===== config.mk =====
export PLATFORM = sky130hd
export DESIGN_NAME = pea_status_regs
export DESIGN_NICKNAME = d
export VERILOG_FILES = /design/src/core/pea_pkg.sv /design/src/core/pea_status_regs.sv
export SDC_FILE = /design/constraint.sdc
export NUM_CORES = 1
export LEC_CHECK = 0
export BUFFER_PORTS_ARGS = -buffer_cell sky130_fd_sc_hd__buf_2
export CELL_PAD_IN_SITES_DETAIL_PLACEMENT = 1
export CELL_PAD_IN_SITES_GLOBAL_PLACEMENT = 1
export CORE_UTILIZATION = 30
export CTS_CLUSTER_SIZE = 16
export DETAILED_ROUTE_END_ITERATION = 12
export GPL_TIMING_DRIVEN = 0
export PLACE_DENSITY_LB_ADDON = 0.1
export SLEW_MARGIN = 5
export SYNTH_ARGS = -nofsm -noshare
export SYNTH_HDL_FRONTEND = slang
export SYNTH_SLANG_ARGS = --single-unit

===== constraint.sdc =====
create_clock -name mclk -period 2.07 [get_ports mclk]
set_input_delay 0 -clock mclk [delete_from_list [all_inputs] [get_ports mclk]]
set_output_delay 0 -clock mclk [all_outputs]
set_load 0.05 [all_outputs]

===== src/core/pea_pkg.sv =====
package pea_pkg;
  // Register offsets (byte addresses)
  localparam logic [7:0] PEA_ADDR_WAKE_ERR = 8'h0e2;
  localparam logic [7:0] PEA_ADDR_STATUS   = 8'h0e4;
  localparam logic [7:0] PEA_ADDR_IRQ_STAT = 8'h0f8;
  localparam logic [7:0] PEA_ADDR_IRQ_MASK = 8'h0fa;
  // Status word field positions
  localparam int PEA_BIT_RSVD15   = 15;
  localparam int PEA_BIT_HWEEE    = 14;
  localparam int PEA_BIT_TXLPILAT = 13;
  localparam int PEA_BIT_TXLPI    = 12;
  localparam int PEA_BIT_RXLPILAT = 11;
  localparam int PEA_BIT_RXLPI    = 10;
  localparam int PEA_BIT_NPLOCABL = 6;
  localparam int PEA_BIT_NPLOC    = 5;
  localparam int PEA_BIT_PDFAULT  = 4;
  localparam int PEA_BIT_LPNPABL  = 3;
  localparam int PEA_BIT_NPABL    = 2;
  localparam int PEA_BIT_PAGERX   = 1;
  localparam int PEA_BIT_LPANABL  = 0;
  // Reset values
  localparam logic [15:0] PEA_RST_WAKE_ERR = 16'h0000;
  localparam logic [15:0] PEA_RST_IRQ_MASK = 16'h0000;
  localparam logic [15:0] PEA_WAKE_ERR_MAX = 16'hffff;
  // Wake time that defines a wake error, in ns, and in clock cycles at 100 MHz
  localparam int PEA_WAKE_TIME_NS  = 20500;
  localparam int PEA_CLK_PERIOD_NS = 10;
  localparam int PEA_WAKE_CYCLES   = PEA_WAKE_TIME_NS / PEA_CLK_PERIOD_NS;
  // Interrupt event bits
  localparam int PEA_IRQ_WAKEERR = 0;
  localparam int PEA_IRQ_TXLPI   = 1;
  localparam int PEA_IRQ_RXLPI   = 2;
  localparam int PEA_IRQ_PDFAULT = 3;
  localparam int PEA_IRQ_PAGERX  = 4;

  // Live inputs from the port's PHY and auto-negotiation logic
  typedef struct packed {
    logic wakeTimerDone;
    logic txLpiActive;
    logic rxLpiActive;
    logic hwEeeEnabled;
    logic partnerNextPageAble;
    logic partnerAutonegAble;
    logic parallelDetectFault;
    logic pageReceived;
  } pea_phy_t;

  // Register bus request
  typedef struct packed {
    logic [7:0]  addr;
    logic [15:0] wdata;
    logic        wr;
    logic        rd;
  } pea_bus_t;
endpackage


===== src/core/pea_status_regs.sv =====
`timescale 1ns/1ns
// Operation
// - Each false-to-true change of the wake timer expiry adds one to the wake error counter.
// - The wake error counter saturates at all ones, resets to zero and clears after a read.
// - Status bit 14 shows whether hardware EEE was enabled by the next-page exchange.
// - Status bit 13 latches high when the transmit PCS has seen LPI.
// - Bits 13 and 11 hold high until software writes a one to them, which clears them.
// - Status bit 12 follows the live transmit PCS LPI state.
// - Status bit 11 latches high when the receive PCS has seen LPI.
// - Status bit 10 follows the live receive PCS LPI state.
// - Status bit 6 reads one, meaning bit 5 gives the next-page store location.
// - Status bit 5 selects the next-page store: one for the dedicated pair, zero for base pair.
// - Status bit 4 latches a parallel detection fault and clears on a read of the word.
// - Status bit 3 shows partner next-page capability.
// - Status bit 2 reads one since the local port supports next-page exchange.
// - Status bit 1 latches high when a new page is received.
// - Status bit 0 shows partner auto-negotiation capability.
module pea_status_regs
  import pea_pkg::*;
#(
  parameter logic NP_STORE_DEDICATED = 1'b1
) (
  input  wire logic        mclk,
  input  wire logic        srst,
  input  wire pea_bus_t    bus,
  output logic      [15:0] rdData,
  input  wire pea_phy_t    phyIn,
  output logic             irq
);

  // Two-stage synchronisers for the PHY-side levels
  // The PHY levels come from another clock, so nothing but the second stage reads
  // phyMeta_q; live status bits lag their pins by two cycles, latched bits by three.
  pea_phy_t phyMeta_q;
  pea_phy_t phySync_q;
  always_ff @(posedge mclk) begin
    if (srst) begin
      phyMeta_q <= '0;
      phySync_q <= '0;
    end else begin
      phyMeta_q <= phyIn;
      phySync_q <= phyMeta_q;
    end
  end

  // Previous wake-timer level for edge detection
  // Reset low matches the idle level of the expiry pin, so no false edge follows reset.
  logic wakePrev_q;
  always_ff @(posedge mclk) begin
    if (srst) begin
      wakePrev_q <= 1'b0;
    end else begin
      wakePrev_q <= phySync_q.wakeTimerDone;
    end
  end

  logic wakeRise;
  assign wakeRise = phySync_q.wakeTimerDone && !wakePrev_q;

  // Access decodes
  logic rdWake, rdStat, wrStat, rdIrqS, wrMask;
  assign rdWake = bus.rd && (bus.addr == PEA_ADDR_WAKE_ERR);
  assign rdStat = bus.rd && (bus.addr == PEA_ADDR_STATUS);
  assign wrStat = bus.wr && (bus.addr == PEA_ADDR_STATUS);
  assign rdIrqS = bus.rd && (bus.addr == PEA_ADDR_IRQ_STAT);
  assign wrMask = bus.wr && (bus.addr == PEA_ADDR_IRQ_MASK);

  // Wake error counter: saturating, clear on read, event wins over clear
  // A read in the cycle of a wake edge returns the old count and leaves one,
  // so no error is lost between the read and the clear.
  logic [15:0] wakeCnt_q;
  logic [15:0] wakeCnt_d;
  always_comb begin
    wakeCnt_d = wakeCnt_q;
    if (rdWake) begin
      wakeCnt_d = 16'h0000;
    end
    if (wakeRise) begin
      if (rdWake) begin
        wakeCnt_d = 16'h0001;
      end else if (wakeCnt_q != PEA_WAKE_ERR_MAX) begin
        wakeCnt_d = wakeCnt_q + 16'h0001;
      end
    end
  end
  always_ff @(posedge mclk) begin
    if (srst) begin
      wakeCnt_q <= PEA_RST_WAKE_ERR;
    end else begin
      wakeCnt_q <= wakeCnt_d;
    end
  end

  // Latched status bits; a set in the clearing cycle wins
  // The LPI latches are set while their input is high, so a clear written while
  // LPI is still present leaves the bit set and software must clear it again.
  logic txLat_q, rxLat_q, pdf_q, pageRx_q;
  logic clrTx, clrRx;
  assign clrTx = wrStat && bus.wdata[PEA_BIT_TXLPILAT];
  assign clrRx = wrStat && bus.wdata[PEA_BIT_RXLPILAT];

  // Transmit LPI seen, cleared by writing a one
  always_ff @(posedge mclk) begin
    if (srst) begin
      txLat_q <= 1'b0;
    end else begin
      txLat_q <= phySync_q.txLpiActive || (txLat_q && !clrTx);
    end
  end

  // Receive LPI seen, cleared by writing a one
  always_ff @(posedge mclk) begin
    if (srst) begin
      rxLat_q <= 1'b0;
    end else begin
      rxLat_q <= phySync_q.rxLpiActive || (rxLat_q && !clrRx);
    end
  end

  // Parallel detection fault, cleared by a read of the status word
  always_ff @(posedge mclk) begin
    if (srst) begin
      pdf_q <= 1'b0;
    end else begin
      pdf_q <= phySync_q.parallelDetectFault || (pdf_q && !rdStat);
    end
  end

  // Page received, cleared by a read of the status word
  always_ff @(posedge mclk) begin
    if (srst) begin
      pageRx_q <= 1'b0;
    end else begin
      pageRx_q <= phySync_q.pageReceived || (pageRx_q && !rdStat);
    end
  end

  // Assembled status word
  // Bits 9 to 7 stay zero and bit 15 one, whatever software writes there.
  logic [15:0] statWord;
  always_comb begin
    statWord = 16'h0000;
    statWord[PEA_BIT_RSVD15]   = 1'b1;
    statWord[PEA_BIT_HWEEE]    = phySync_q.hwEeeEnabled;
    statWord[PEA_BIT_TXLPILAT] = txLat_q;
    statWord[PEA_BIT_TXLPI]    = phySync_q.txLpiActive;
    statWord[PEA_BIT_RXLPILAT] = rxLat_q;
    statWord[PEA_BIT_RXLPI]    = phySync_q.rxLpiActive;
    statWord[PEA_BIT_NPLOCABL] = 1'b1;
    statWord[PEA_BIT_NPLOC]    = NP_STORE_DEDICATED;
    statWord[PEA_BIT_PDFAULT]  = pdf_q;
    statWord[PEA_BIT_LPNPABL]  = phySync_q.partnerNextPageAble;
    statWord[PEA_BIT_NPABL]    = 1'b1;
    statWord[PEA_BIT_PAGERX]   = pageRx_q;
    statWord[PEA_BIT_LPANABL]  = phySync_q.partnerAutonegAble;
  end

  // Interrupt events, sticky status cleared by read, and mask
  // An event fires in the cycle its latch goes from low to high, so a level that
  // stays high raises its sticky bit only once, as the latch cannot clear while it lasts.
  logic [4:0] irqEv;
  logic [4:0] irqStat_q;
  logic [4:0] irqMask_q;
  assign irqEv[PEA_IRQ_WAKEERR] = wakeRise;
  assign irqEv[PEA_IRQ_TXLPI]   = phySync_q.txLpiActive && !txLat_q;
  assign irqEv[PEA_IRQ_RXLPI]   = phySync_q.rxLpiActive && !rxLat_q;
  assign irqEv[PEA_IRQ_PDFAULT] = phySync_q.parallelDetectFault && !pdf_q;
  assign irqEv[PEA_IRQ_PAGERX]  = phySync_q.pageReceived && !pageRx_q;
  always_ff @(posedge mclk) begin
    if (srst) begin
      irqStat_q <= 5'h00;
    end else begin
      irqStat_q <= irqEv | (rdIrqS ? 5'h00 : irqStat_q);
    end
  end
  always_ff @(posedge mclk) begin
    if (srst) begin
      irqMask_q <= PEA_RST_IRQ_MASK[4:0];
    end else if (wrMask) begin
      irqMask_q <= bus.wdata[4:0];
    end
  end
  assign irq = |(irqStat_q & irqMask_q);

  // Read data, one cycle after the strobe; zero when idle or unmapped
  // Driving zero outside the answer cycle keeps stale values off the bus.
  always_ff @(posedge mclk) begin
    if (srst) begin
      rdData <= 16'h0000;
    end else if (bus.rd) begin
      case (bus.addr)
        PEA_ADDR_WAKE_ERR: rdData <= wakeCnt_q;
        PEA_ADDR_STATUS:   rdData <= statWord;
        PEA_ADDR_IRQ_STAT: rdData <= {11'h000, irqStat_q};
        PEA_ADDR_IRQ_MASK: rdData <= {11'h000, irqMask_q};
        default:           rdData <= 16'h0000;
      endcase
    end else begin
      rdData <= 16'h0000;
    end
  end

  // Synchroniser stages
  AST_SYNC_META: assert property (@(posedge mclk) disable iff (srst)
    1'b1 |=> (phyMeta_q == $past(phyIn)))
    else $error("first sync stage missed its input");
  AST_SYNC_SECOND: assert property (@(posedge mclk) disable iff (srst)
    1'b1 |=> (phySync_q == $past(phyMeta_q)))
    else $error("second sync stage missed its input");

  // Wake error counter
  AST_WAKE_HOLD: assert property (@(posedge mclk) disable iff (srst)
    (!wakeRise && !rdWake) |=> (wakeCnt_q == $past(wakeCnt_q)))
    else $error("wake counter changed without cause");
  AST_WAKE_RDSET: assert property (@(posedge mclk) disable iff (srst)
    (rdWake && wakeRise) |=> (wakeCnt_q == 16'h0001))
    else $error("wake edge lost during read");
  AST_WAKE_EDGE: assert property (@(posedge mclk) disable iff (srst)
    wakeRise |=> !wakeRise)
    else $error("wake edge longer than one cycle");
  AST_WAKE_RDDATA: assert property (@(posedge mclk) disable iff (srst)
    rdWake |=> (rdData == $past(wakeCnt_q)))
    else $error("wake counter read data wrong");
  AST_WAKE_RST: assert property (@(posedge mclk)
    srst |=> (wakeCnt_q == PEA_RST_WAKE_ERR))
    else $error("wake counter not reset");
  AST_WAKE_INC: assert property (@(posedge mclk) disable iff (srst)
    (wakeRise && !rdWake && wakeCnt_q != 16'hffff) |=> (wakeCnt_q == $past(wakeCnt_q) + 16'h0001))
    else $error("wake counter did not increment");
  AST_WAKE_SAT: assert property (@(posedge mclk) disable iff (srst)
    (wakeCnt_q == 16'hffff && !rdWake) |=> (wakeCnt_q == 16'hffff))
    else $error("wake counter left saturation");
  AST_WAKE_CLR: assert property (@(posedge mclk) disable iff (srst)
    (rdWake && !wakeRise) |=> (wakeCnt_q == 16'h0000) && (rdData == $past(wakeCnt_q)))
    else $error("wake counter read did not clear");

  // LPI latches, set by the live level and cleared by writing a one
  AST_TX_LATCH: assert property (@(posedge mclk) disable iff (srst)
    phySync_q.txLpiActive |=> txLat_q)
    else $error("tx lpi latch missed");
  AST_RX_LATCH: assert property (@(posedge mclk) disable iff (srst)
    phySync_q.rxLpiActive |=> rxLat_q)
    else $error("rx lpi latch missed");
  AST_TX_HOLD: assert property (@(posedge mclk) disable iff (srst)
    (txLat_q && !clrTx) |=> txLat_q)
    else $error("tx lpi latch dropped");
  AST_RX_CLR: assert property (@(posedge mclk) disable iff (srst)
    (clrRx && !phySync_q.rxLpiActive) |=> !rxLat_q)
    else $error("rx lpi latch not cleared");
  AST_TX_NOSET: assert property (@(posedge mclk) disable iff (srst)
    (!txLat_q && !phySync_q.txLpiActive) |=> !txLat_q)
    else $error("tx lpi latch set without lpi");
  AST_RX_NOSET: assert property (@(posedge mclk) disable iff (srst)
    (!rxLat_q && !phySync_q.rxLpiActive) |=> !rxLat_q)
    else $error("rx lpi latch set without lpi");
  AST_LAT_HOLD: assert property (@(posedge mclk) disable iff (srst)
    (rxLat_q && !clrRx) |=> rxLat_q)
    else $error("rx lpi latch dropped");
  AST_LAT_CLR: assert property (@(posedge mclk) disable iff (srst)
    (clrTx && !phySync_q.txLpiActive) |=> !txLat_q)
    else $error("tx lpi latch not cleared");

  // Latches cleared by a read of the status word; writes leave them alone
  AST_PAGE_CLR: assert property (@(posedge mclk) disable iff (srst)
    (rdStat && !phySync_q.pageReceived) |=> !pageRx_q)
    else $error("page received not cleared on read");
  AST_PDF_LATCH: assert property (@(posedge mclk) disable iff (srst)
    phySync_q.parallelDetectFault |=> pdf_q)
    else $error("parallel fault not latched");
  AST_PDF_HOLD: assert property (@(posedge mclk) disable iff (srst)
    (pdf_q && !rdStat) |=> pdf_q)
    else $error("parallel fault dropped");
  AST_PDF_CLR: assert property (@(posedge mclk) disable iff (srst)
    (rdStat && !phySync_q.parallelDetectFault) |=> !pdf_q)
    else $error("parallel fault not cleared on read");
  AST_PAGE_LATCH: assert property (@(posedge mclk) disable iff (srst)
    phySync_q.pageReceived |=> pageRx_q)
    else $error("page received not latched");
  AST_PAGE_HOLD: assert property (@(posedge mclk) disable iff (srst)
    (pageRx_q && !rdStat) |=> pageRx_q)
    else $error("page received dropped");
  AST_WR_PAGE: assert property (@(posedge mclk) disable iff (srst)
    (wrStat && !phySync_q.pageReceived) |=> (pageRx_q == $past(pageRx_q)))
    else $error("write changed page received");
  AST_WR_PDF: assert property (@(posedge mclk) disable iff (srst)
    (wrStat && !phySync_q.parallelDetectFault) |=> (pdf_q == $past(pdf_q)))
    else $error("write changed parallel fault");

  // Status word read path
  // Each field in the answer cycle carries what its source held at the strobe.
  AST_STAT_READ: assert property (@(posedge mclk) disable iff (srst)
    rdStat |=> (rdData[15] && rdData[6] && rdData[2] && rdData[9:7] == 3'b000))
    else $error("fixed status bits wrong");
  AST_RD_HWEEE: assert property (@(posedge mclk) disable iff (srst)
    rdStat |=> (rdData[PEA_BIT_HWEEE] == $past(phySync_q.hwEeeEnabled)))
    else $error("hardware eee bit wrong");
  AST_RD_TXLAT: assert property (@(posedge mclk) disable iff (srst)
    rdStat |=> (rdData[PEA_BIT_TXLPILAT] == $past(txLat_q)))
    else $error("tx lpi latch bit wrong");
  AST_RD_TXLIVE: assert property (@(posedge mclk) disable iff (srst)
    rdStat |=> (rdData[PEA_BIT_TXLPI] == $past(phySync_q.txLpiActive)))
    else $error("tx lpi live bit wrong");
  AST_RD_RXLAT: assert property (@(posedge mclk) disable iff (srst)
    rdStat |=> (rdData[PEA_BIT_RXLPILAT] == $past(rxLat_q)))
    else $error("rx lpi latch bit wrong");
  AST_RD_RXLIVE: assert property (@(posedge mclk) disable iff (srst)
    rdStat |=> (rdData[PEA_BIT_RXLPI] == $past(phySync_q.rxLpiActive)))
    else $error("rx lpi live bit wrong");
  AST_RD_NPLOC: assert property (@(posedge mclk) disable iff (srst)
    rdStat |=> (rdData[PEA_BIT_NPLOC] == NP_STORE_DEDICATED))
    else $error("next page store bit wrong");
  AST_RD_PDF: assert property (@(posedge mclk) disable iff (srst)
    rdStat |=> (rdData[PEA_BIT_PDFAULT] == $past(pdf_q)))
    else $error("parallel fault bit wrong");
  AST_RD_LPNP: assert property (@(posedge mclk) disable iff (srst)
    rdStat |=> (rdData[PEA_BIT_LPNPABL] == $past(phySync_q.partnerNextPageAble)))
    else $error("partner next page bit wrong");
  AST_RD_PAGERX: assert property (@(posedge mclk) disable iff (srst)
    rdStat |=> (rdData[PEA_BIT_PAGERX] == $past(pageRx_q)))
    else $error("page received bit wrong");
  AST_RD_LPAN: assert property (@(posedge mclk) disable iff (srst)
    rdStat |=> (rdData[PEA_BIT_LPANABL] == $past(phySync_q.partnerAutonegAble)))
    else $error("partner autoneg bit wrong");

  // Read data stands one cycle only; reset clears all state
  AST_RD_IDLE: assert property (@(posedge mclk) disable iff (srst)
    !bus.rd |=> (rdData == 16'h0000))
    else $error("read data not zero when idle");
  AST_RD_UNMAP: assert property (@(posedge mclk) disable iff (srst)
    (bus.rd && !rdWake && !rdStat && !rdIrqS && bus.addr != PEA_ADDR_IRQ_MASK)
    |=> (rdData == 16'h0000))
    else $error("unmapped read not zero");
  AST_RD_MASK: assert property (@(posedge mclk) disable iff (srst)
    (bus.rd && bus.addr == PEA_ADDR_IRQ_MASK) |=> (rdData == {11'h000, $past(irqMask_q)}))
    else $error("mask read data wrong");
  AST_RST_CLEAR: assert property (@(posedge mclk)
    srst |=> (rdData == 16'h0000) && !txLat_q && !rxLat_q && !pdf_q && !pageRx_q
      && (irqStat_q == 5'h00) && (irqMask_q == 5'h00) && !irq)
    else $error("reset left state behind");

  // Interrupt status, mask and events
  // Status bits are sticky until a read, and every latch set raises its event.
  AST_IRQ_MASKW: assert property (@(posedge mclk) disable iff (srst)
    wrMask |=> (irqMask_q == $past(bus.wdata[4:0])))
    else $error("mask write lost");
  AST_MASK_HOLD: assert property (@(posedge mclk) disable iff (srst)
    !wrMask |=> $stable(irqMask_q))
    else $error("mask changed without write");
  AST_IRQ_CLR: assert property (@(posedge mclk) disable iff (srst)
    (rdIrqS && irqEv == 5'h00) |=> (irqStat_q == 5'h00))
    else $error("interrupt status not cleared on read");
  AST_IRQ_STICKY: assert property (@(posedge mclk) disable iff (srst)
    !rdIrqS |=> ((irqStat_q & $past(irqStat_q)) == $past(irqStat_q)))
    else $error("interrupt status bit dropped");
  AST_IRQ_RDDATA: assert property (@(posedge mclk) disable iff (srst)
    rdIrqS |=> (rdData == {11'h000, $past(irqStat_q)}))
    else $error("interrupt status read data wrong");
  AST_IRQ_WAKE: assert property (@(posedge mclk) disable iff (srst)
    wakeRise |=> irqStat_q[PEA_IRQ_WAKEERR])
    else $error("wake error event lost");
  AST_IRQ_TX: assert property (@(posedge mclk) disable iff (srst)
    (phySync_q.txLpiActive && !txLat_q) |=> irqStat_q[PEA_IRQ_TXLPI])
    else $error("tx lpi event lost");
  AST_IRQ_RX: assert property (@(posedge mclk) disable iff (srst)
    (phySync_q.rxLpiActive && !rxLat_q) |=> irqStat_q[PEA_IRQ_RXLPI])
    else $error("rx lpi event lost");
  AST_IRQ_PDF: assert property (@(posedge mclk) disable iff (srst)
    (phySync_q.parallelDetectFault && !pdf_q) |=> irqStat_q[PEA_IRQ_PDFAULT])
    else $error("parallel fault event lost");
  AST_IRQ_PAGE: assert property (@(posedge mclk) disable iff (srst)
    (phySync_q.pageReceived && !pageRx_q) |=> irqStat_q[PEA_IRQ_PAGERX])
    else $error("page received event lost");

endmodule // pea_status_regs


==> impl_metrics.json, run 1 <==
{
  "status": "finished clean",
  "powerDensity_nw_per_um2": 779,
  "cts_max_level": 3,
  "synth-simple-area-share": 0.277,
  "synth_compound_area_frac": 0.161,
  "leakagePower_uw": 0.00120,
  "yosysMostFrequentCell": "dfxtp_1",
  "synth_top_family_by_area": "simple AND/OR/NAND/NOR gates",
  "final_nets": 385,
  "fin_area_um2": 3320,
  "drv_cap": 0,
  "whs_ps": 48.2,
  "synth_area_um2": 2590,
  "dpl_cell_area_um2": 2930,
  "critPathLaunchType": "register",
  "start_util": 0.312,
  "final-hold-violation-count": 0,
  "antenna_found_initial": 0,
  "ys_top_cells_by_area": "dfxtp_1 49%, a21oi_1 5.6%, nor2b_1 4.8%, nor2_1 3.9%, mux2i_1 3.9%",
  "postCtsSetupBuffers": 0,
  "yosysUniqueCellTypes": 44,
  "coreArea_um2": 8300,
  "numCtsBuffers": 9,
  "cts.sinks": 63,
  "ys_seq_area_frac": 0.487,
  "seqPwrFrac": 0.483,
  "ioPinCount": 53,
  "p_sw_frac": 0.235,
  "die_h_um": 94.9,
  "cts_root_buf": "clkbuf_8",
  "multi_input_area_um2": 1270,
  "comb_power_share": 0.053,
  "post-route-min-period_ps": 1970,
  "antenna_left": 0,
  "wl_um": 7310,
  "final-seq-area_um2": 1270,
  "layout.cells.non_filler": 458,
  "worst_path_largest_cell_delay_ps": 800,
  "synth_commonest_cells": "63 x dfxtp_1, 29 x a21oi_1, 27 x nor2_1",
  "grt_max_degree": 13,
  "fin_skew_ps": 13.1,
  "critPathSlowestCell": "or4_2",
  "via_count": 2351,
  "place_congestion": 0.747,
  "worstPathRequired_ps": 2260,
  "io_buffers": 42,
  "slew_headroom": 0.415,
  "yosys_most_used_dff": "dfxtp_1",
  "power.switching_uw": 608,
  "hold_class": "input port to register",
  "synth_xor_area_frac": 0,
  "dieArea_um2": 9000,
  "critPathBufInv": 0,
  "placedCellCount": 429,
  "drtPass1Iterations": 4,
  "fillCellCount": 968,
  "num_antenna_cells": 0,
  "avgSynthCellArea_um2": 9.18,
  "crit_family": "simple AND/OR/NAND/NOR gates",
  "routed_via_density": 5.13,
  "synth_top_area_frac": 0.487,
  "grt_pass1_wl_um": 11600,
  "setup_viol": 0,
  "synth_edf_count": 0,
  "drc": 0,
  "muxShareOfSynthArea": 0.0387,
  "syn2layout_area_growth_pct": 28.3,
  "cts_tree": "yes",
  "dieWidth_um": 94.9,
  "dr.first_iter.drc_count": 86,
  "fin_crit_sh": 0.950,
  "synthAdderAreaFrac": 0.00483,
  "critPathCaptureType": "register",
  "grt_pass1_vias": 2200,
  "max-clock-path-buffers": 2,
  "hpwl_um": 5150,
  "max_freq_mhz": 508,
  "rsz0062_at_grt": "true",
  "overflow": 0,
  "synth_cells": 282,
  "tightest_slew_ps": 870,
  "clkPwrFrac": 0.464,
  "arrival_ps": 2160,
  "layout-drive-gt1-share": 0.218,
  "synth_warnings": 0,
  "std_cell_rows": 33,
  "intPower_uw": 1980,
  "wl_per_cell_um": 16.0,
  "clk_latency_ps": 340,
  "path_class": "register to register",
  "synthesis.nets": 319,
  "worstPathCellList": "nand4_1 -> or4_2 -> a2bb2oi_1 -> a21oi_1",
  "track_usage": 0.174,
  "setup_tns_ps": 0,
  "ir_worst_vdd_uv": 405,
  "path_max_fanout": 7,
  "synth-seq-cells": 63,
  "drv_slew": 0,
  "async_flop_share": 0,
  "clk_pin_slew_ps": 80,
  "yosys.area.top_type": "dfxtp_1"
}
## layer usage
layer,part of all wire,GRT usage
met1,0.51,0.251
met2,0.42,0.253
met3,0.053,0.0322
met4,0.012,0.0720
met5,0,0
## repair_timing
item | in CTS | in global routing
hold endpoints to repair | 13 | 0
endpoints found under the setup margin | 10 | 12
hold buffers | 13 | 0
gates resized for setup | 3 | 10
pin swaps | 0 | 0
## final cells by class
type                    count  share of cell area
repair buffers             55               0.102
multi-input cells         200               0.383
flip-flops and latches     63               0.384
clock buffers               9              0.0373
well taps                 105              0.0396
inverters                   5             0.00565
plain buffers              14              0.0188
clock inverters             7              0.0294
## worst reg2reg max path: stages, from the launching register on
cell and delay (ps):
dfxtp_1 460, nand4_1 300, or4_2 800, a2bb2oi_1 180, a21oi_1 80
## layout by cell type, fill, tap and decap left out, types with 2 or more instances in the layout
cell / n
o21a_1: 5
nor3b_1: 3
clkbuf_1: 10
nand4_1: 6
o41ai_1: 2
o31ai_1: 9
clkbuf_8: 9
or4_2: 2
nand3_1: 17
nor3_1: 4
dlygate4sd3_1: 13
dfxtp_4: 2
a22oi_1: 6
a21oi_1: 29
o21ai_0: 5
nand4b_1: 2
nand2b_1: 3
buf_2: 43
nand2_1: 13
inv_1: 5
nor2b_1: 20
mux2i_1: 10
clkinv_4: 2
and3_1: 4
dfxtp_2: 5
a2bb2oi_1: 3
or4_1: 9
or3_1: 2
clkinvlp_4: 2
dfxtp_1: 56
nor2_1: 27
nor4_2: 2
bufinv_16: 2
## logic make-up after synthesis
kind of cell,after synthesis
AO/OA/AOI/OAI,65
adder cells (fa/ha/maj),1
buffers and inverters,19
flip-flops,63
multiplexers,10
AND/OR/NAND/NOR,124
## stage by stage
step | utilization | power (µW) | worst slack, ps
global route | 0.400 | 2700 | -52.0
global placement | 0.353 | 1400 | -234
finish | 0.400 | 2590 | 103
detailed placement | 0.353 | 1400 | -274
floorplan | - | 1340 | 231
CTS | 0.397 | 2630 | 7.49
## state kept, by name, indices dropped and copies added, names as in the netlist
signal      cells
rdData         16
phySync_q       8
pageRx_q        1
rxLat_q         1
phyMeta_q       8
pdf_q           1
wakePrev_q      1
irqStat_q       5
wakeCnt_q      16
txLat_q         1
irqMask_q       5
## power by group through the flow
stage | Clock (µW) | Combinational (µW) | Sequential (µW)
4_1_cts | 1230 | 139 | 1250
5_1_grt | 1290 | 153 | 1250
3_3_place_gp | 0 | 118 | 1280
6_report | 1200 | 138 | 1250
3_5_place_dp | 0 | 120 | 1280
2_1_floorplan | 0 | 67.1 | 1280
## final timing paths
kind         slack [ps]                       to  cells past startpoint                startpoint
max                 100  wakeCnt_q[0]$_SDFF_PP0_                      4  wakeCnt_q[10]$_SDFF_PP0_
min                  50       rxLat_q$_SDFF_PP0_                      4                   bus[13]
max reg2reg         100  wakeCnt_q[0]$_SDFF_PP0_                      4  wakeCnt_q[10]$_SDFF_PP0_
min reg2reg         440  phySync_q[4]$_SDFF_PP0_                      1   phyMeta_q[4]$_SDFF_PP0_
No activity file was read; power rests on OpenSTA's default activity.
==> inputs of run 2 (changes only) <==
--- a/config.mk
+++ b/config.mk
@@ -5,12 +5,12 @@
 export SDC_FILE = /design/constraint.sdc
 export NUM_CORES = 1
 export LEC_CHECK = 0
-export BUFFER_PORTS_ARGS = -buffer_cell sky130_fd_sc_hd__buf_2
 export CELL_PAD_IN_SITES_DETAIL_PLACEMENT = 1
 export CELL_PAD_IN_SITES_GLOBAL_PLACEMENT = 1
 export CORE_UTILIZATION = 30
 export CTS_CLUSTER_SIZE = 16
 export DETAILED_ROUTE_END_ITERATION = 12
+export DONT_BUFFER_PORTS = 1
 export GPL_TIMING_DRIVEN = 0
 export PLACE_DENSITY_LB_ADDON = 0.1
 export SLEW_MARGIN = 5
==> run 2 against run 1 <==
  * Via count fell by 5.1%
  * Largest power group unchanged
  * Fmax rose by 0.21%
  * Register-to-register slack barely moved
  * Global-route usage fell by 0.19 points
  * Critical path depth rose by 1
  * First-iteration DRC count rose by 9.3%
  * Critical path type unchanged
  * Clock-buffer cell count rose by 1
==> impl_metrics.json, run 2 (synthesis results as in run 1) <==
{
  "clk_pin_slew_ps": 80,
  "hold_class": "input port to register",
  "cts_tree": "yes",
  "path_max_fanout": 7,
  "post-route-min-period_ps": 1960,
  "wl_per_cell_um": 17.2,
  "grt_pass1_vias": 2174,
  "via_count": 2230,
  "grt_pass1_wl_um": 11500,
  "hpwl_um": 5100,
  "fillCellCount": 938,
  "arrival_ps": 2250,
  "drtPass1Iterations": 4,
  "numCtsBuffers": 9,
  "cts.sinks": 63,
  "layout_commonest_cell": "dfxtp_1",
  "status": "finished clean",
  "final_nets": 347,
  "slew_headroom": 0.460,
  "cts_max_level": 3,
  "antenna_left": 0,
  "track_usage": 0.172,
  "setup_slack_ps": 107,
  "die_h_um": 94.9,
  "layout-drive-gt1-share": 0.102,
  "layout.cells.non_filler": 420,
  "drc": 0,
  "std_cell_rows": 33,
  "powerDensity_nw_per_um2": 834,
  "io_buffers": 0,
  "drv_slew": 0,
  "grt_max_degree": 13,
  "routed_via_density": 5.31,
  "fin_skew_ps": 12.0,
  "pre_cts_slack_ps": -235,
  "leakagePower_uw": 0.00100,
  "rsz0062_at_grt": "true",
  "ioPinCount": 53,
  "multi_input_area_um2": 1250,
  "postCtsSetupBuffers": 0,
  "final-seq-area_um2": 1270,
  "place_congestion": 0.724,
  "start_util": 0.312,
  "antenna_found_initial": 0,
  "wl_um": 7240,
  "coreArea_um2": 8300,
  "mostFrequentLayoutCells": "59 x dfxtp_1, 29 x a21oi_1, 27 x nor2_1",
  "critPathCaptureType": "register",
  "drv_cap": 0,
  "dieArea_um2": 9000,
  "final-hold-violation-count": 0,
  "placedCellCount": 387,
  "max_freq_mhz": 509,
  "fin_crit_sh": 0.948,
  "ir_worst_vdd_uv": 309,
  "cts_root_buf": "clkbuf_8",
  "overflow": 0,
  "dieWidth_um": 94.9,
  "tightest_slew_ps": 804,
  "syn2layout_area_growth_pct": 21.1,
  "dr.first_iter.drc_count": 94,
  "worstPathRequired_ps": 2350,
  "top_regs": "rdData x16, wakeCnt_q x16",
  "setup_viol": 0,
  "path_class": "register to register",
  "clk_latency_ps": 340,
  "critPathLaunchType": "register",
  "num_antenna_cells": 0,
  "max-clock-path-buffers": 2
}
run 2: cell count changes in the layout (fill, tap and decap cells not counted), sizes merged:
cell,change
buf,-42
clkbuf,+1
clkinv,-2
dlygate4sd3,+4
inv,+1
run 2: critical path: stages (launching register included):
cell     delay [ps]
dfxtp_1         410
nand4_2         180
or4_1           530
buf_2           170
or4_1           470
a21oi_1         150
run 2: path summary, 6_finish.rpt:
kind / slack [ps] / depth (start not counted) / endpoint / start
hold / removal: 10 / 2 / rdData[9]$_SDFF_PP0_ / bus[19]
setup / recovery: 110 / 5 / wakeCnt_q[15]$_SDFF_PP0_ / wakeCnt_q[8]$_SDFF_PP0_
hold reg to reg: 440 / 1 / phySync_q[4]$_SDFF_PP0_ / phyMeta_q[4]$_SDFF_PP0_
setup reg to reg: 110 / 5 / wakeCnt_q[15]$_SDFF_PP0_ / wakeCnt_q[8]$_SDFF_PP0_
run 2: power breakdown:
group	leakage (µW)	switching, µW	internal (µW)
Combinational	0.000379	59.7	54.7
Clock	0.000109	533	717
Sequential	0.000515	16.1	1240
run 2: per-layer routing:
layer / share of wire / global-route usage / vias up
met5: 0 / 0 / -
met1: 0.52 / 0.249 / 1072
li1: - / - / 1092
met4: 0.013 / 0.0644 / 0
met2: 0.41 / 0.249 / 58
met3: 0.050 / 0.0362 / 8
run 2: metrics by stage:
stage          hold WS (ps)  area [µm²]  setup TNS [ps]  power, µW   util
2_1_floorplan           128        2590               0       1340      -
4_1_cts                21.1        3130               0       2660  0.377
6_report               14.3        3140               0       2620  0.378
5_1_grt                39.0        3140            -361       2730  0.378
3_5_place_dp            136        2720           -1770       1370  0.328
3_3_place_gp            130        2720           -2140       1370  0.328
run 2: final cells by class:
type                       count  area share
multi-input combinational    200       0.400
clock buffer                  10      0.0439
buffer                        14      0.0200
timing repair buffer          17      0.0543
inverter                       5     0.00599
tap                          105      0.0419
sequential                    63       0.405
clock inverter                 6      0.0295
run 2: timing repair:
action / in CTS / in global routing
pin swaps: 0 / 0
hold endpoints to repair: 20 / 0
resized for setup: 2 / 5
hold buffers: 17 / 0
endpoints found under the setup margin: 9 / 13
==> inputs of run 3 (changes only) <==
--- a/config.mk
+++ b/config.mk
@@ -7,11 +7,13 @@
 export LEC_CHECK = 0
 export CELL_PAD_IN_SITES_DETAIL_PLACEMENT = 1
 export CELL_PAD_IN_SITES_GLOBAL_PLACEMENT = 1
+export CORE_ASPECT_RATIO = 2
 export CORE_UTILIZATION = 30
 export CTS_CLUSTER_SIZE = 16
 export DETAILED_ROUTE_END_ITERATION = 12
 export DONT_BUFFER_PORTS = 1
 export GPL_TIMING_DRIVEN = 0
+export HOLD_SLACK_MARGIN = 0.02
 export PLACE_DENSITY_LB_ADDON = 0.1
 export SLEW_MARGIN = 5
 export SYNTH_ARGS = -nofsm -noshare
==> run 3 against run 2 <==
  * Clock power is 10% higher
  * Register-to-register slack lost 40 ps
  * Worst setup slack lost 43 ps
  * Clock-buffer cell count increased by 1
  * Worst hold slack better by 28 ps
  * Sequential share of layout area is 0.84 points lower
  * Die area is 0.26% higher
  * Global-route usage increased by 2.5 points
  * Critical path type unchanged
  * Critical endpoint unchanged
  * Largest power group is now clock
==> impl_metrics.json, run 3 (synthesis results as in run 1) <==
{
  "wl_per_cell_um": 19.3,
  "top_regs": "rdData x16, wakeCnt_q x16",
  "status": "finished clean",
  "post-route-min-period_ps": 2010,
  "fin_crit_sh": 0.969,
  "worstPathRequired_ps": 2320,
  "mostFrequentLayoutCells": "57 x dfxtp_1, 29 x a21oi_1, 27 x nor2_1",
  "final-hold-violation-count": 0,
  "layout.cells.non_filler": 413,
  "fin_area_um2": 3200,
  "hold_class": "input port to register",
  "layout-drive-gt1-share": 0.111,
  "coreArea_um2": 8290,
  "critPathCaptureType": "register",
  "total_power_uw": 2760,
  "dpl_cell_area_um2": 2710,
  "track_usage": 0.198,
  "placedCellCount": 380,
  "leakagePower_uw": 0.00105,
  "drtPass1Iterations": 4,
  "dieArea_um2": 9030,
  "fin_skew_ps": 7.23,
  "cts_max_level": 3,
  "place_congestion": 0.758,
  "cts_tree": "yes",
  "overflow": 0,
  "tightest_slew_ps": 705,
  "fillCellCount": 967,
  "setup_slack_ps": 63.5,
  "wl_um": 7980,
  "path_class": "register to register",
  "reg2reg_slack_ps": 60,
  "cts_root_buf": "clkbuf_16",
  "ir_worst_vdd_uv": 409,
  "drv_cap": 0,
  "layout_commonest_cell": "dfxtp_1",
  "slew_headroom": 0.526,
  "drc": 0,
  "path_max_fanout": 7,
  "top_usage_layer": "met2",
  "grtUsageMet3": 0.0428,
  "io_buffers": 0,
  "grt_pass1_vias": 2410,
  "use_met1": 0.195,
  "dr.first_iter.drc_count": 118,
  "drv_slew": 0,
  "hpwl_um": 5900,
  "ioPinCount": 53,
  "max_freq_mhz": 498,
  "grt_max_degree": 11,
  "numCtsBuffers": 9,
  "start_util": 0.312,
  "routed_via_density": 5.34,
  "syn2layout_area_growth_pct": 23.7,
  "grt_pass1_wl_um": 12500,
  "die_h_um": 133,
  "critPathLaunchType": "register",
  "antenna_left": 0,
  "pre_cts_slack_ps": -339,
  "clk_latency_ps": 330,
  "max-clock-path-buffers": 2,
  "arrival_ps": 2260,
  "cts.sinks": 63,
  "num_antenna_cells": 0,
  "setup_viol": 0,
  "final_nets": 349,
  "grt_util_met2": 0.351,
  "std_cell_rows": 47,
  "powerDensity_nw_per_um2": 861,
  "via_count": 2207,
  "dieWidth_um": 67.7,
  "whs_ps": 42.3,
  "clk_pin_slew_ps": 50,
  "antenna_found_initial": 0
}
[run 3: cell count changes in the layout (fill, tap and decap cells not counted), sizes merged]
cell         before  now
inv               6    5
dlygate4sd3      17   18
bufinv            2    0
buf               3    4
clkbuf           21   22
[run 3: layer usage]
metal / vias up / part of all wire / wire length (µm)
li1: 1092 / - / -
met1: 1050 / 0.37 / 2950
met2: 47 / 0.55 / 4410
met3: 18 / 0.030 / 242
met4: 0 / 0.046 / 370
met5: - / 0 / 0
[run 3: area by class of cell]
class                      count  area (µm²)  area share
tap                           98         123      0.0383
buffer                        14        63.8      0.0199
inverter                       5        18.8     0.00586
timing repair buffer          19         188      0.0586
sequential                    63        1270       0.396
clock inverter                 3        20.0     0.00625
multi-input combinational    200        1270       0.396
clock buffer                  11         253      0.0789
[run 3: final timing paths]
path / start / to / cells past startpoint
worst min-delay path: bus[19] / irqMask_q[2]$_SDFFE_PP0P_ / 4
worst max register to register: wakeCnt_q[7]$_SDFF_PP0_ / wakeCnt_q[15]$_SDFF_PP0_ / 5
worst min register to register: phyMeta_q[0]$_SDFF_PP0_ / phySync_q[0]$_SDFF_PP0_ / 1
worst max-delay path: wakeCnt_q[7]$_SDFF_PP0_ / wakeCnt_q[15]$_SDFF_PP0_ / 5
[run 3: per-stage QoR]
step,setup TNS (ps),util
3_5_place_dp,-2550,0.327
5_1_grt,-13.5,0.386
4_1_cts,0,0.383
6_report,0,0.386
3_3_place_gp,-1880,0.327
2_1_floorplan,0,-
[run 3: what timing repair did]
action	CTS	global route
hold buffers	18	0
gates resized for setup	3	9
setup endpoints to repair	9	14
pin swaps	0	2
setup buffers	0	1
hold endpoints to repair	21	0
[run 3: power by group]
| part | leakage (µW) | total (µW) | switching, µW | internal, µW |
|---|---|---|---|---|
| clock network | 0.000129 | 1380 | 523 | 858 |
| registers | 0.000515 | 1260 | 17.6 | 1240 |
| logic | 0.000406 | 118 | 62.0 | 56.0 |
[run 3: worst max-delay path, cell delays in order, from the launching register on]
cell and delay [ps]:
dfxtp_1 410, nand4_2 210, or4_1 520, buf_2 170, or4_1 460, a21oi_1 160
